**config.mk**
```make
export PLATFORM = sky130hd
export DESIGN_NAME = rivm_vector_map
export DESIGN_NICKNAME = d
export VERILOG_FILES = /design/src/core/rivm_pkg.sv /design/src/core/rivm_encoder.sv /design/src/core/rivm_vector_map.sv
export SDC_FILE = /design/constraint.sdc
export NUM_CORES = 1
export LEC_CHECK = 0
export BUFFER_PORTS_ARGS = -buffer_cell sky130_fd_sc_hd__clkbuf_2
export CAP_MARGIN = 20
export CORE_ASPECT_RATIO = 0.7
export CORE_UTILIZATION = 47
export CTS_CLUSTER_SIZE = 10
export DETAILED_ROUTE_END_ITERATION = 7
export GPL_TIMING_DRIVEN = 1
export PLACE_DENSITY = 0.73
export SLEW_MARGIN = 20
export SYNTH_ARGS = -nofsm -noshare
export SYNTH_HDL_FRONTEND = slang
export SYNTH_HIERARCHICAL = 1
export SYNTH_SLANG_ARGS = --single-unit
```
**constraint.sdc**
```tcl
create_clock -name clk_sys -period 5.75 [get_ports clk_sys]
set_input_delay 0.2875 -clock clk_sys [delete_from_list [all_inputs] [get_ports clk_sys]]
set_output_delay 0.2875 -clock clk_sys [all_outputs]
set_load 0.05 [all_outputs]
```
**src/core/rivm_pkg.sv**
```systemverilog
package rivm_pkg;
  localparam int ADDR_W = 16;
  localparam int NUM_IRQ = 34;
  localparam int IDX_W = 6;
  localparam logic [15:0] RESET_VEC = 16'h0000;
  localparam logic [15:0] TABLE_BASE = 16'h0000;
  localparam logic [15:0] BOOT_BASE_DEF = 16'hF000;
  localparam logic [5:0] LEGACY_FIRST = 6'h17;
  localparam logic [7:0] CTRL_RST = 8'h00;
  localparam int CTRL_SEL_BIT = 1;
  localparam int CTRL_UNLOCK_BIT = 0;
  localparam logic [2:0] UNLOCK_CYCLES = 3'h4;
  typedef enum logic [1:0] {RIVM_IDLE = 2'b00, RIVM_RESET = 2'b01, RIVM_IRQ = 2'b10} rivm_state_t;
endpackage : rivm_pkg

```
**src/core/rivm_encoder.sv**
```systemverilog
module rivm_encoder
#(
  parameter int N = 34
)(
  input  wire logic [N-1:0] req,
  input  wire logic         legacy_mode,
  output logic              any,
  output logic [5:0]        idx
);
  import rivm_pkg::*;

  logic [N-1:0] live;
  genvar g;
  generate
    for (g = 0; g < N; g++)
    begin : g_gate
      // upper sources vanish in legacy mode
      assign live[g] = req[g] & ~(legacy_mode & (g >= int'(LEGACY_FIRST)));
    end
  endgenerate
  // lowest vector number wins
  always_comb
  begin
    any = 1'b0;
    idx = 6'h00;
    for (int i = N - 1; i >= 0; i--)
    begin
      if (live[i])
      begin
        any = 1'b1;
        idx = 6'(i);
      end
    end
  end
endmodule : rivm_encoder

```
**src/core/rivm_vector_map.sv**
```systemverilog
// Notes on behaviour
// - unprogrammed boot select resets to zero
// - external requests 0..7 at 0002..0010
// - timer2, timer1, timer0 vectors 0012..0020
// - serial, converter, eeprom, comparator at 0022..002E
// - upper sources placed 0030..0044
// - programmed boot select resets to boot address
// - base select moves table to boot start
// - legacy mode removes upper vectors
// - reset and table selects independent
// - fuse one unprogrammed, zero programmed
// - control bits 1 and 0, reset zero
module rivm_vector_map
#(
  parameter int N = rivm_pkg::NUM_IRQ
)(
  input  wire logic         clk_sys,
  input  wire logic         rst_n,
  input  wire logic         boot_reset_select,
  input  wire logic         legacy_mode,
  input  wire logic [15:0]  boot_base,
  input  wire logic         reset_event,
  input  wire logic [N-1:0] irq_req,
  input  wire logic         ctrl_wr,
  input  wire logic [7:0]   ctrl_wdata,
  output logic [7:0]        mcu_control_reg,
  output logic              vector_valid,
  output logic              vector_is_reset,
  output logic [15:0]       vector_addr,
  output logic [5:0]        vector_num
);
  import rivm_pkg::*;

  logic [7:0]  ctrl_ff;
  logic [2:0]  unlock_cnt_ff;
  logic        any_irq;
  logic [5:0]  irq_idx;
  logic [15:0] reset_target;
  logic [15:0] table_base;
  logic [15:0] irq_target;
  logic        sel_wr_ok;
  logic [7:0]  nxt_ctrl;
  logic [2:0]  nxt_unlock_cnt;
  rivm_state_t state_ff;
  rivm_state_t nxt_state;
  logic        valid_ff;
  logic        is_reset_ff;
  logic [15:0] addr_ff;
  logic [5:0]  num_ff;
  logic        boot_pend_ff;
  logic        reset_req;

  rivm_encoder #(.N(N)) u_enc (
    .req         (irq_req),
    .legacy_mode (legacy_mode),
    .any         (any_irq),
    .idx         (irq_idx)
  );

  // power-up reset dispatches too, not only a reset_event
  assign reset_req = reset_event | boot_pend_ff;

  // reset target and table base chosen separately
  assign reset_target = boot_reset_select ? RESET_VEC : boot_base;
  assign table_base   = ctrl_ff[CTRL_SEL_BIT] ? boot_base : TABLE_BASE;
  // entry spans two words; source k sits at table + 2*(k+1)
  assign irq_target   = table_base + {9'h000, irq_idx + 6'h01, 1'b0};

  // select bit only changes inside the unlock window, with unlock clear in the same write
  assign sel_wr_ok = (unlock_cnt_ff != 3'h0) & ~ctrl_wdata[CTRL_UNLOCK_BIT];

  always_comb
  begin
    nxt_ctrl = ctrl_ff;
    nxt_unlock_cnt = (unlock_cnt_ff != 3'h0) ? unlock_cnt_ff - 3'h1 : 3'h0;
    if (ctrl_wr)
    begin
      nxt_ctrl[7:2] = ctrl_wdata[7:2];
      if (sel_wr_ok)
      begin
        nxt_ctrl[CTRL_SEL_BIT] = ctrl_wdata[CTRL_SEL_BIT];
        nxt_unlock_cnt = 3'h0;
      end
      else if (ctrl_wdata[CTRL_UNLOCK_BIT])
      begin
        nxt_unlock_cnt = UNLOCK_CYCLES;
      end
    end
    nxt_ctrl[CTRL_UNLOCK_BIT] = (nxt_unlock_cnt != 3'h0);
  end

  // reset has priority over any pending source
  always_comb
  begin
    case (state_ff)
      RIVM_IDLE:  nxt_state = reset_req ? RIVM_RESET : (any_irq ? RIVM_IRQ : RIVM_IDLE);
      RIVM_RESET: nxt_state = RIVM_IDLE;
      RIVM_IRQ:   nxt_state = RIVM_IDLE;
      default:    nxt_state = RIVM_IDLE;
    endcase
  end

  always_ff @(posedge clk_sys)
  begin
    if (!rst_n)
    begin
      ctrl_ff       <= CTRL_RST;
      unlock_cnt_ff <= 3'h0;
      state_ff      <= RIVM_IDLE;
      boot_pend_ff  <= 1'b1;
      valid_ff      <= 1'b0;
      is_reset_ff   <= 1'b0;
      addr_ff       <= 16'h0000;
      num_ff        <= 6'h00;
    end
    else
    begin
      ctrl_ff       <= nxt_ctrl;
      unlock_cnt_ff <= nxt_unlock_cnt;
      state_ff      <= nxt_state;
      boot_pend_ff  <= 1'b0;
      valid_ff      <= (nxt_state != RIVM_IDLE);
      is_reset_ff   <= (nxt_state == RIVM_RESET);
      if (nxt_state == RIVM_RESET)
      begin
        addr_ff <= reset_target;
        num_ff  <= 6'h00;
      end
      else if (nxt_state == RIVM_IRQ)
      begin
        addr_ff <= irq_target;
        num_ff  <= irq_idx + 6'h01;
      end
    end
  end

  assign mcu_control_reg = ctrl_ff;
  assign vector_valid    = valid_ff;
  assign vector_is_reset = is_reset_ff;
  assign vector_addr     = addr_ff;
  assign vector_num      = num_ff;

  // $past: the outputs carry the levels seen at the dispatch edge
  property p_reset_addr;
    @(posedge clk_sys) disable iff (!rst_n)
      (vector_valid && vector_is_reset) |-> vector_addr == ($past(boot_reset_select) ? 16'h0000 : $past(boot_base));
  endproperty
  a_reset_addr: assert property (p_reset_addr) else $error("reset vector wrong");

  property p_irq_addr;
    @(posedge clk_sys) disable iff (!rst_n)
      (vector_valid && !vector_is_reset) |->
        vector_addr == ($past(ctrl_ff[1]) ? $past(boot_base) : 16'h0000) + {9'h000, vector_num, 1'b0};
  endproperty
  a_irq_addr: assert property (p_irq_addr) else $error("irq vector wrong");

  property p_ext0;
    @(posedge clk_sys) disable iff (!rst_n)
      (state_ff == RIVM_IDLE && !reset_req && irq_req[0] && !ctrl_ff[1]) |=> vector_addr == 16'h0002;
  endproperty
  a_ext0: assert property (p_ext0) else $error("ext0 not at 0002");

  property p_ext7;
    @(posedge clk_sys) disable iff (!rst_n)
      (state_ff == RIVM_IDLE && !reset_req && irq_req[7:0] == 8'h80 && !ctrl_ff[1]) |=> vector_addr == 16'h0010;
  endproperty
  a_ext7: assert property (p_ext7) else $error("ext7 not at 0010");

  property p_range;
    @(posedge clk_sys) disable iff (!rst_n)
      (vector_valid && !vector_is_reset && !$past(ctrl_ff[1])) |-> vector_addr >= 16'h0002 && vector_addr <= 16'h0044;
  endproperty
  a_range: assert property (p_range) else $error("vector out of table");

  property p_legacy;
    @(posedge clk_sys) disable iff (!rst_n)
      (vector_valid && !vector_is_reset && $past(legacy_mode)) |-> vector_num < 6'h18;
  endproperty
  a_legacy: assert property (p_legacy) else $error("upper vector in legacy mode");

  property p_legacy_quiet;
    @(posedge clk_sys) disable iff (!rst_n)
      (state_ff == RIVM_IDLE && !reset_req && legacy_mode && irq_req[22:0] == 23'h00_0000) |=> !vector_valid;
  endproperty
  a_legacy_quiet: assert property (p_legacy_quiet) else $error("masked source dispatched");

  property p_reset_prio;
    @(posedge clk_sys) disable iff (!rst_n)
      (state_ff == RIVM_IDLE && reset_req) |=> vector_valid && vector_is_reset;
  endproperty
  a_reset_prio: assert property (p_reset_prio) else $error("reset not dispatched");

  property p_sel_locked;
    @(posedge clk_sys) disable iff (!rst_n)
      (unlock_cnt_ff == 3'h0) |=> $stable(ctrl_ff[1]);
  endproperty
  a_sel_locked: assert property (p_sel_locked) else $error("select changed while locked");

  property p_unlock_clears;
    @(posedge clk_sys) disable iff (!rst_n)
      $rose(ctrl_ff[0]) ##0 (!ctrl_wr) [*4] |=> !ctrl_ff[0];
  endproperty
  a_unlock_clears: assert property (p_unlock_clears) else $error("unlock did not expire");

  property p_unlock_set;
    @(posedge clk_sys) disable iff (!rst_n)
      (ctrl_wr && ctrl_wdata[CTRL_UNLOCK_BIT]) |=> mcu_control_reg[CTRL_UNLOCK_BIT];
  endproperty
  a_unlock_set: assert property (p_unlock_set) else $error("unlock bit not set");

  property p_after_reset;
    @(posedge clk_sys) $rose(rst_n) |-> ctrl_ff[1:0] == 2'b00 ##1 vector_valid && vector_is_reset;
  endproperty
  a_after_reset: assert property (p_after_reset) else $error("reset state wrong");

  c_boot_reset: cover property (@(posedge clk_sys) vector_is_reset && !boot_reset_select);
  c_boot_table: cover property (@(posedge clk_sys) vector_valid && !vector_is_reset && ctrl_ff[1]);
  c_legacy:     cover property (@(posedge clk_sys) legacy_mode && irq_req[33]);
  c_unlock_lapse: cover property (@(posedge clk_sys) $fell(ctrl_ff[0]) && !ctrl_wr);
  c_legacy_masked: cover property (@(posedge clk_sys) legacy_mode && irq_req[23] && !vector_valid);
endmodule : rivm_vector_map

```
After elaboration in Yosys (flattened, before gate mapping)
Cells that the tools add are included.
W data, S select, Z words.

cells by class
  $add $sub $neg = 3
  multipliers = 0
  divide/modulo/power cells = 0
  magnitude comparators = 0
  eq/ne operators = 2
  shifts and indexed selects = 0
  multiplexer cells = 80
  bitwise logic cells = 16
  reductions and logical operators = 7

operator list
  cell                   count
  $mux W6                34
  $mux W16               4
  $mux W1                35
  $add A16 B7 Y16        1
  $and A1 B1 Y1          12
  $mux W3                4
  $add A6 B1 Y6 const B  1
  $mux W2                3
  $reduce_bool A3 Y1     2
  $reduce_bool A2 Y1     2
  $not A1 Y1             3
  $sub A3 B1 Y3 const B  1
  $eq A2 B1 Y1 const B   1
  $eq A2 B2 Y1 const B   1
  $logic_not A2 Y1       1
  $reduce_and A2 Y1      1
  $reduce_or A2 Y1       1
  $or A1 B1 Y1           1

word-level totals
  register bits = 38
  bits in latches = 0
  bits in writable memories = 0
  memory bits (read-only) = 0
  input bits = 64
  output and inout port bits = 32
  memories kept = 0

Longest topological paths before layout
Gate-level depths: netlist (run 1).

  depth in word-level cells = 42
  depth in mapped cells = 14
  gate-level depth less buffers = 14

Modules after synthesis
The synthesis (run 1) kept the hierarchy.

by module, submodules not included
  module           instances  cells each  area each (um^2)  seq. area each (um^2)
  rivm_vector_map  1          257         2120.8            760.7
  rivm_encoder     1          73          426.7             0.0

Least setup slack after synthesis (run 1)
No wires, ideal clock.

  path kind = input -> register
  start point = input irq_req[11]
  end point = register addr_ff[13], in the netlist vector_addr[13]
  setup time = 95 ps
  data arrival time = 2957 ps
  slack = 2698 ps
  cell stages on the path = 13
  cells stage by stage = nor4_2 -> o41ai_1 -> and3_1 -> a21boi_0 -> nand3_1 -> nor2_1 -> xor2_1 -> ha_1 -> o211ai_1 -> a21o_1 -> and2_4 -> or4_1 -> o311ai_1

between the ends
  elaborated cells between the ends (all ways) = 34

RTL lines
  element                line                    RTL
  start, declared        rivm_vector_map.sv:23   input wire logic [N-1:0] irq_req,
  $mux W6 (12 in a row)  rivm_encoder.sv:28      if (live[i])
  net irq_idx[2]         rivm_vector_map.sv:37   logic [5:0] irq_idx;
  $add A6 B1 Y6          rivm_vector_map.sv:67   assign irq_target = table_base + {9'h000, irq_idx + 6'h01, 1'b0};
  $add A16 B7 Y16        rivm_vector_map.sv:67
  $mux W16               rivm_vector_map.sv:129  else if (nxt_state == RIVM_IRQ)
  $mux W16               rivm_vector_map.sv:124  if (nxt_state == RIVM_RESET)
  end signal, assigned   rivm_vector_map.sv:126  addr_ff <= reset_target;
  end signal, assigned   rivm_vector_map.sv:131  addr_ff <= irq_target;
  end, declared          rivm_vector_map.sv:48   logic [15:0] addr_ff;

The timed path passes the listed nets, and every way through them passes these cells. The select of a mux whose other input is x is not followed.
A chain may end at the register's enable or synchronous reset.

Worst setup path in the final report (run 1)
  start point = input irq_req[30]
  end point = register addr_ff[13], in the netlist vector_addr[13]

between the ends
  elaborated cells between the ends (all ways) = 73

RTL lines
  element                line                    RTL
  $and A1 B1 Y1          rivm_encoder.sv:18      assign live[g] = req[g] & ~(legacy_mode & (g >= int'(LEGACY_FIRST)));
  $mux W6 (31 in a row)  rivm_encoder.sv:28
  net irq_idx[0]         rivm_vector_map.sv:37
  $add A6 B1 Y6          rivm_vector_map.sv:67
  $add A16 B7 Y16        rivm_vector_map.sv:67
  $mux W16               rivm_vector_map.sv:129
  $mux W16               rivm_vector_map.sv:124

The timed path passes the listed nets, and every way through them passes these cells. The select of a mux whose other input is x is not followed.

==> metrics, run 1 <==
status=completed; Post-Route WL=6.658 mm; worst-margin pin slew=1.024 ns; WHS=0.2229 ns; Top Usage Layer GRT=met2; die height=63.60 um; die area=5723 sq um; simple-gate share of the synthesized area=27.41%; CP arrival=3.79 ns; RD Place Congestion=0.8899; hold crit path type=primary input to flip-flop; Synth Register Bits=38; Antenna Cells=0; global-route wire length before repair=11.20 mm; clock latency at the later pin of the worst-skew pair=0.29 ns; final setup skew=0.005279 ns; WL/cell=13.56 um; largest family of logic cells by synthesized area=simple AND/OR/NAND/NOR gates; IO Pins=96; largest net degree at the start of global routing=38; average size of a mapped cell=7.720 sq um; synthesized area=2547 sq um; number of vias per cell=5.387; H-tree levels=2; Worst Path Max Fanout=6; clock buffer depth=2; antenna violations before repair=0; CP required=5.95 ns; layout cell share with drive strength beyond 1=26.01%; area growth from synthesis to layout=24.41%; startpoint types=primary input; Seq/Total Area, Yosys=29.86%; Root Driver=clkbuf_8; Adder-Cell Fraction of Synth Area=5.697%; Slew HR=31.60%; Final nets=493; fin. max-slew vios=0; Final HPWL DP=5.139 mm; I/O Buffers=95; number of flops mapped to enable cells by yosys=0; Synth top area share=29.86%; post-synth top area cell=dfxtp_1; Syn. warnings=6; vias in the first global route=2472; ANT nets after route=0; CORE AREA=5230 sq um; Pre-Repair DR Iteration Count=5; met2 Use GR=36.35%; Max Cap Viol=0; final worst path period share=62.54%; top cells by instance count after synthesis=49 x nor2_1, 38 x dfxtp_1, 20 x nand2_1; Residual DRC=0; grt ovf=0; Resized cells post-CTS=0; grt met3 use=4.469%; Initial Utilization=48.71%; most numerous cell in the Yosys netlist=nor2_1; mux cell area share after synthesis=5.108%; Max rail drop VDD=0.0001316 V; DR iter-0 viols=201; min Tclk post-route=3.596 ns; Netlist cell types=51; Tot Pwr=0.0007149 W; met1 GRT Util=34.68%; Post-Synth XOR/XNOR Area=3.438%; DR vias=2645; cells after synthesis=330; Crit. End Element=flip-flop; cts hold-fix bufs=0; Worst-path clk slew=0.08 ns; max reg flops=16; syn_nets=405; All-Layer GR Usage=24.08%; top post-synthesis cells by area=dfxtp_1 30%, nor2_1 7.2%, mux2i_1 5.1%, ha_1 4.9%, o21ai_0 3.5%; CTS tree=yes; Fin Setup TNS=0 ns; f_max=278.1 MHz; Final setup viols=0; die width=90.00 um; Cell Rows=22; final hold vios=0; Post-synth top flop=dfxtp_1; CTS Sinks=38; Setup Fix Bufs, Post-CTS=0; PD cells=225.6 nW/um^2; RSZ-0062 raised after global routing=false; CTS Buf Count=5; WS Path Type=primary input to flip-flop; Async S/R FF share, synth=0%; Synth Area in Compound Gates=23.87%; Pleak=1.408 nW
[metal layers]
metal,routed length [um],vias up
li1,-,1377
met1,3517,1188
met2,2724,73
met3,351,7
met4,65,0
met5,0,-
[stage by stage]
stage | util (%) | std cells | setup slack [ns] | area, sq um
after floorplan | - | 330 | 2.698 | 2547
after global placement | 58.42 | 483 | 2.175 | 3055
after detailed placement | 58.42 | 483 | 2.046 | 3055
after CTS | 60.60 | 491 | 2.323 | 3169
after global routing | 60.60 | 491 | 2.012 | 3169
final | 60.60 | 491 | 2.154 | 3169
[cell families after synthesis]
| kind of cell | Yosys count |
|---|---|
| AND/OR/NAND/NOR | 140 |
| AO/OA/AOI/OAI | 88 |
| flip-flops | 38 |
| buffers and inverters | 30 |
| multiplexers | 13 |
| adder cells (fa/ha/maj) | 11 |
| XOR/XNOR | 10 |
[path summary, 6_finish.rpt]
path              cells past startpoint  slack [ns]                            start                              end
hold reg to reg                       2        0.47      vector_addr[0]$_SDFFE_PN0P_      vector_addr[0]$_SDFFE_PN0P_
setup reg to reg                      9        2.84  mcu_control_reg[1]$_SDFFE_PN0P_     vector_addr[13]$_SDFFE_PN0P_
setup / recovery                     15        2.15                      irq_req[30]     vector_addr[13]$_SDFFE_PN0P_
hold / removal                        3        0.22                    ctrl_wdata[3]  mcu_control_reg[3]$_SDFFE_PN0P_
[power by group]
group          switching (W)  internal [W]
clock               0.000102      0.000129
combinational       0.000134     0.0000611
sequential        0.00000853      0.000280
total               0.000245      0.000470
[layout make-up]
cell class / count / area [sq um]
timing repair buffer: 95 / 475.5
multi-input combinational: 262 / 1669
sequential: 38 / 760.7
inverter: 16 / 60.06
clock buffer: 5 / 68.82
clock inverter: 3 / 45.04
tap: 72 / 90.09
fill: 504 / 2061
[worst max-delay path, cell delays in order]
cell      delay, ns
clkbuf_2       0.11
nor3b_1        0.24
nor3_1         0.08
o41ai_1        0.39
a211oi_1       0.22
o22ai_1        0.39
ha_1           0.26
nand3_1        0.10
xnor2_1        0.19
ha_1           0.40
o211ai_1       0.11
a21o_1         0.22
and2_4         0.18
or4_1          0.52
o311ai_1       0.10
[cell usage in the layout, fill, tap and decap left out, types with 2 or more instances in the layout]
cell type | netlist | layout
a211oi_1 | 2 | 2
a21boi_0 | 4 | 4
a21o_1 | 3 | 3
a21oi_1 | 16 | 16
a311oi_1 | 2 | 2
a31oi_1 | 8 | 8
a41oi_1 | 3 | 3
and2_1 | 7 | 7
and3_1 | 2 | 2
clkbuf_2 | 0 | 95
clkbuf_8 | 0 | 5
clkinvlp_4 | 0 | 2
dfxtp_1 | 38 | 38
ha_1 | 10 | 10
inv_1 | 16 | 16
mux2i_1 | 13 | 13
nand2_1 | 20 | 20
nand2b_1 | 8 | 8
nand3_1 | 14 | 14
nand3b_1 | 4 | 4
nor2_1 | 49 | 49
nor2b_1 | 8 | 8
nor3_1 | 12 | 12
nor3b_1 | 3 | 3
nor4_1 | 5 | 5
o211ai_1 | 5 | 5
o21ai_0 | 18 | 18
o22ai_1 | 7 | 7
o311ai_1 | 2 | 2
o31ai_1 | 6 | 6
o41ai_1 | 2 | 2
or3_1 | 2 | 2
xnor2_1 | 3 | 3
xor2_1 | 7 | 7
Note: power is estimated with default switching activity, not from simulation.
==> run 2: changes to the inputs <==
- CORE_UTILIZATION: 47 -> 45
- clock period: 5.75 -> 3.25 ns (I/O delays scaled with it)
==> metrics, run 2 (same netlist as run 1, synthesis figures left out) <==
DR iter-0 viols=138; All-Layer GR Usage=24.78%; f_max=337.3 MHz; max reg flops=16; status=completed; Hold Crit Start=ctrl_wdata[2]; Reg-to-Reg Start=mcu_control_reg[1]$_SDFFE_PN0P_; Residual DRC=0; worst-margin pin slew=0.7087 ns; ANT nets after route=0; commonest non-fill, non-tap cell in the layout=clkbuf_2; fin. max-slew vios=0; hold crit path type=primary input to flip-flop; # fillers=502; Resized cells post-CTS=0; Worst-path clk slew=0.08 ns; P_sw=0.0004382 W; antenna violations before repair=0; commonest cells after routing, fill and taps aside=95 x clkbuf_2, 49 x nor2_1, 38 x dfxtp_1; reg2reg end=vector_addr[13]$_SDFFE_PN0P_; post-route insts no fill=515; clock buffer depth=2; grt ovf=0; clock latency at the later pin of the worst-skew pair=0.30 ns; Antenna Cells=0; area of the multi-input gates=1680 sq um; Cell Rows=22; R2R depth=8; register share of total power=39.5%; Slew HR=52.70%; die area=5971 sq um; r2r setup slk=0.87 ns; Worst Path Max Fanout=6; hold path depth=3; Crit. End Element=flip-flop; RSZ-0062 raised after global routing=false; final worst path period share=91.22%; Comb pwr share=28.9%; Final nets=517; cts hold-fix bufs=0; post-layout util=63.17%; Post-Route WL=7.028 mm; I/O Buffers=95; Int Pwr=0.0008517 W; global-route wire length before repair=11.63 mm; Max rail drop VDD=0.0002840 V; Setup Fix Bufs, Post-CTS=0; WL/cell=13.65 um; DR vias=2765; number of vias per cell=5.369; Root Driver=clkbuf_8; CTS tree=yes; worst hold endpoint=mcu_control_reg[2]$_SDFFE_PN0P_; Final setup viols=0; IO Pins=96; H-tree levels=2; Final HPWL DP=5.584 mm; PD cells=382.4 nW/um^2; vias in the first global route=2470; final setup skew=0.01046 ns; Initial Utilization=47.70%; Pre-Repair DR Iteration Count=4; die height=64.95 um; CTS Buf Count=5; area growth from synthesis to layout=32.42%; Pleak=1.536 nW; register area=760.7 sq um; CP arrival=3.17 ns; switching share of power=33.97%; CP required=3.46 ns; final hold vios=0; die width=91.93 um; min Tclk post-route=2.965 ns; placed cell count=507; clock power share=31.5%; Max Cap Viol=0; RD Place Congestion=0.9575; layout cell share with drive strength beyond 1=30.47%; WS Path Type=primary input to flip-flop; startpoint types=primary input; CORE AREA=5340 sq um; CTS Sinks=38; largest net degree at the start of global routing=31
==> run 2: cell types whose count changed in the layout (fill, tap and decap cells not counted) <==
cell,previous run,this run
a211oi_1,2,1
a211oi_2,0,1
buf_12,0,1
buf_4,0,23
o22ai_1,7,6
o22ai_2,0,1
==> run 2: routing by layer <==
metal / track usage, % / share of wire, % / vias up / wire, um
met5: 0 / 0 / - / 0
met4: 4.883 / 0.54 / 0 / 38
met3: 5.751 / 7.4 / 5 / 517
met2: 34.79 / 39 / 95 / 2771
met1: 37.88 / 53 / 1241 / 3700
li1: - / - / 1424 / -
==> run 2: area by class of cell <==
class,instances,share of cell area [%]
well taps,72,2.671
inverters,16,1.780
repair buffers,119,19.81
multi-input cells,262,49.81
flip-flops and latches,38,22.55
clock buffers,5,2.040
clock inverters,3,1.335
==> run 2: power by group through the flow <==
stage / clock network (W) / logic [W] / registers, W
6_report: 0.000407 / 0.000373 / 0.000510
5_1_grt: 0.000439 / 0.000407 / 0.000513
4_1_cts: 0.000415 / 0.000372 / 0.000510
3_5_place_dp: 0 / 0.000369 / 0.000520
3_3_place_gp: 0 / 0.000367 / 0.000519
2_1_floorplan: 0 / 0.000141 / 0.000611
==> run 2: per-stage QoR <==
| stage | TNS, ns | setup WS (ns) | hold slack (ns) | cell area, sq um | total power (W) |
|---|---|---|---|---|---|
| after floorplan | 0 | 0.2026 | 0.3066 | 2547 | 0.0007523 |
| after global placement | 0 | 0.01354 | 0.3967 | 3248 | 0.0008863 |
| after detailed placement | -0.2122 | -0.1069 | 0.4144 | 3248 | 0.0008897 |
| after CTS | 0 | 0.1849 | 0.09824 | 3362 | 0.001296 |
| after global routing | 0 | 0.07005 | 0.1135 | 3373 | 0.001360 |
| final | 0 | 0.2854 | 0.09741 | 3373 | 0.001290 |
==> run 2: critical path, cell delays in order <==
cell and delay (ns):
clkbuf_2 0.11, nor2_1 0.05, o31ai_1 0.19, a21oi_1 0.12, o2111a_1 0.26, o31ai_1 0.31
ha_1 0.23, nand3_1 0.10, xnor2_1 0.18, ha_1 0.38, o211ai_1 0.11, a21o_1 0.20
and2_4 0.15, or4_1 0.52, o311ai_1 0.09
==> run 2: worst max-delay path by stage <==
stage	from	to	cells past startpoint
6_report	irq_req[30]	vector_addr[13]$_SDFFE_PN0P_	15
3_3_place_gp	irq_req[24]	vector_addr[13]$_SDFFE_PN0P_	16
5_1_grt	irq_req[30]	vector_addr[15]$_SDFFE_PN0P_	15
2_1_floorplan	mcu_control_reg[1]$_SDFFE_PN0P_	vector_addr[13]$_SDFFE_PN0P_	11
4_1_cts	irq_req[24]	vector_addr[13]$_SDFFE_PN0P_	16
3_5_place_dp	irq_req[24]	vector_addr[13]$_SDFFE_PN0P_	16
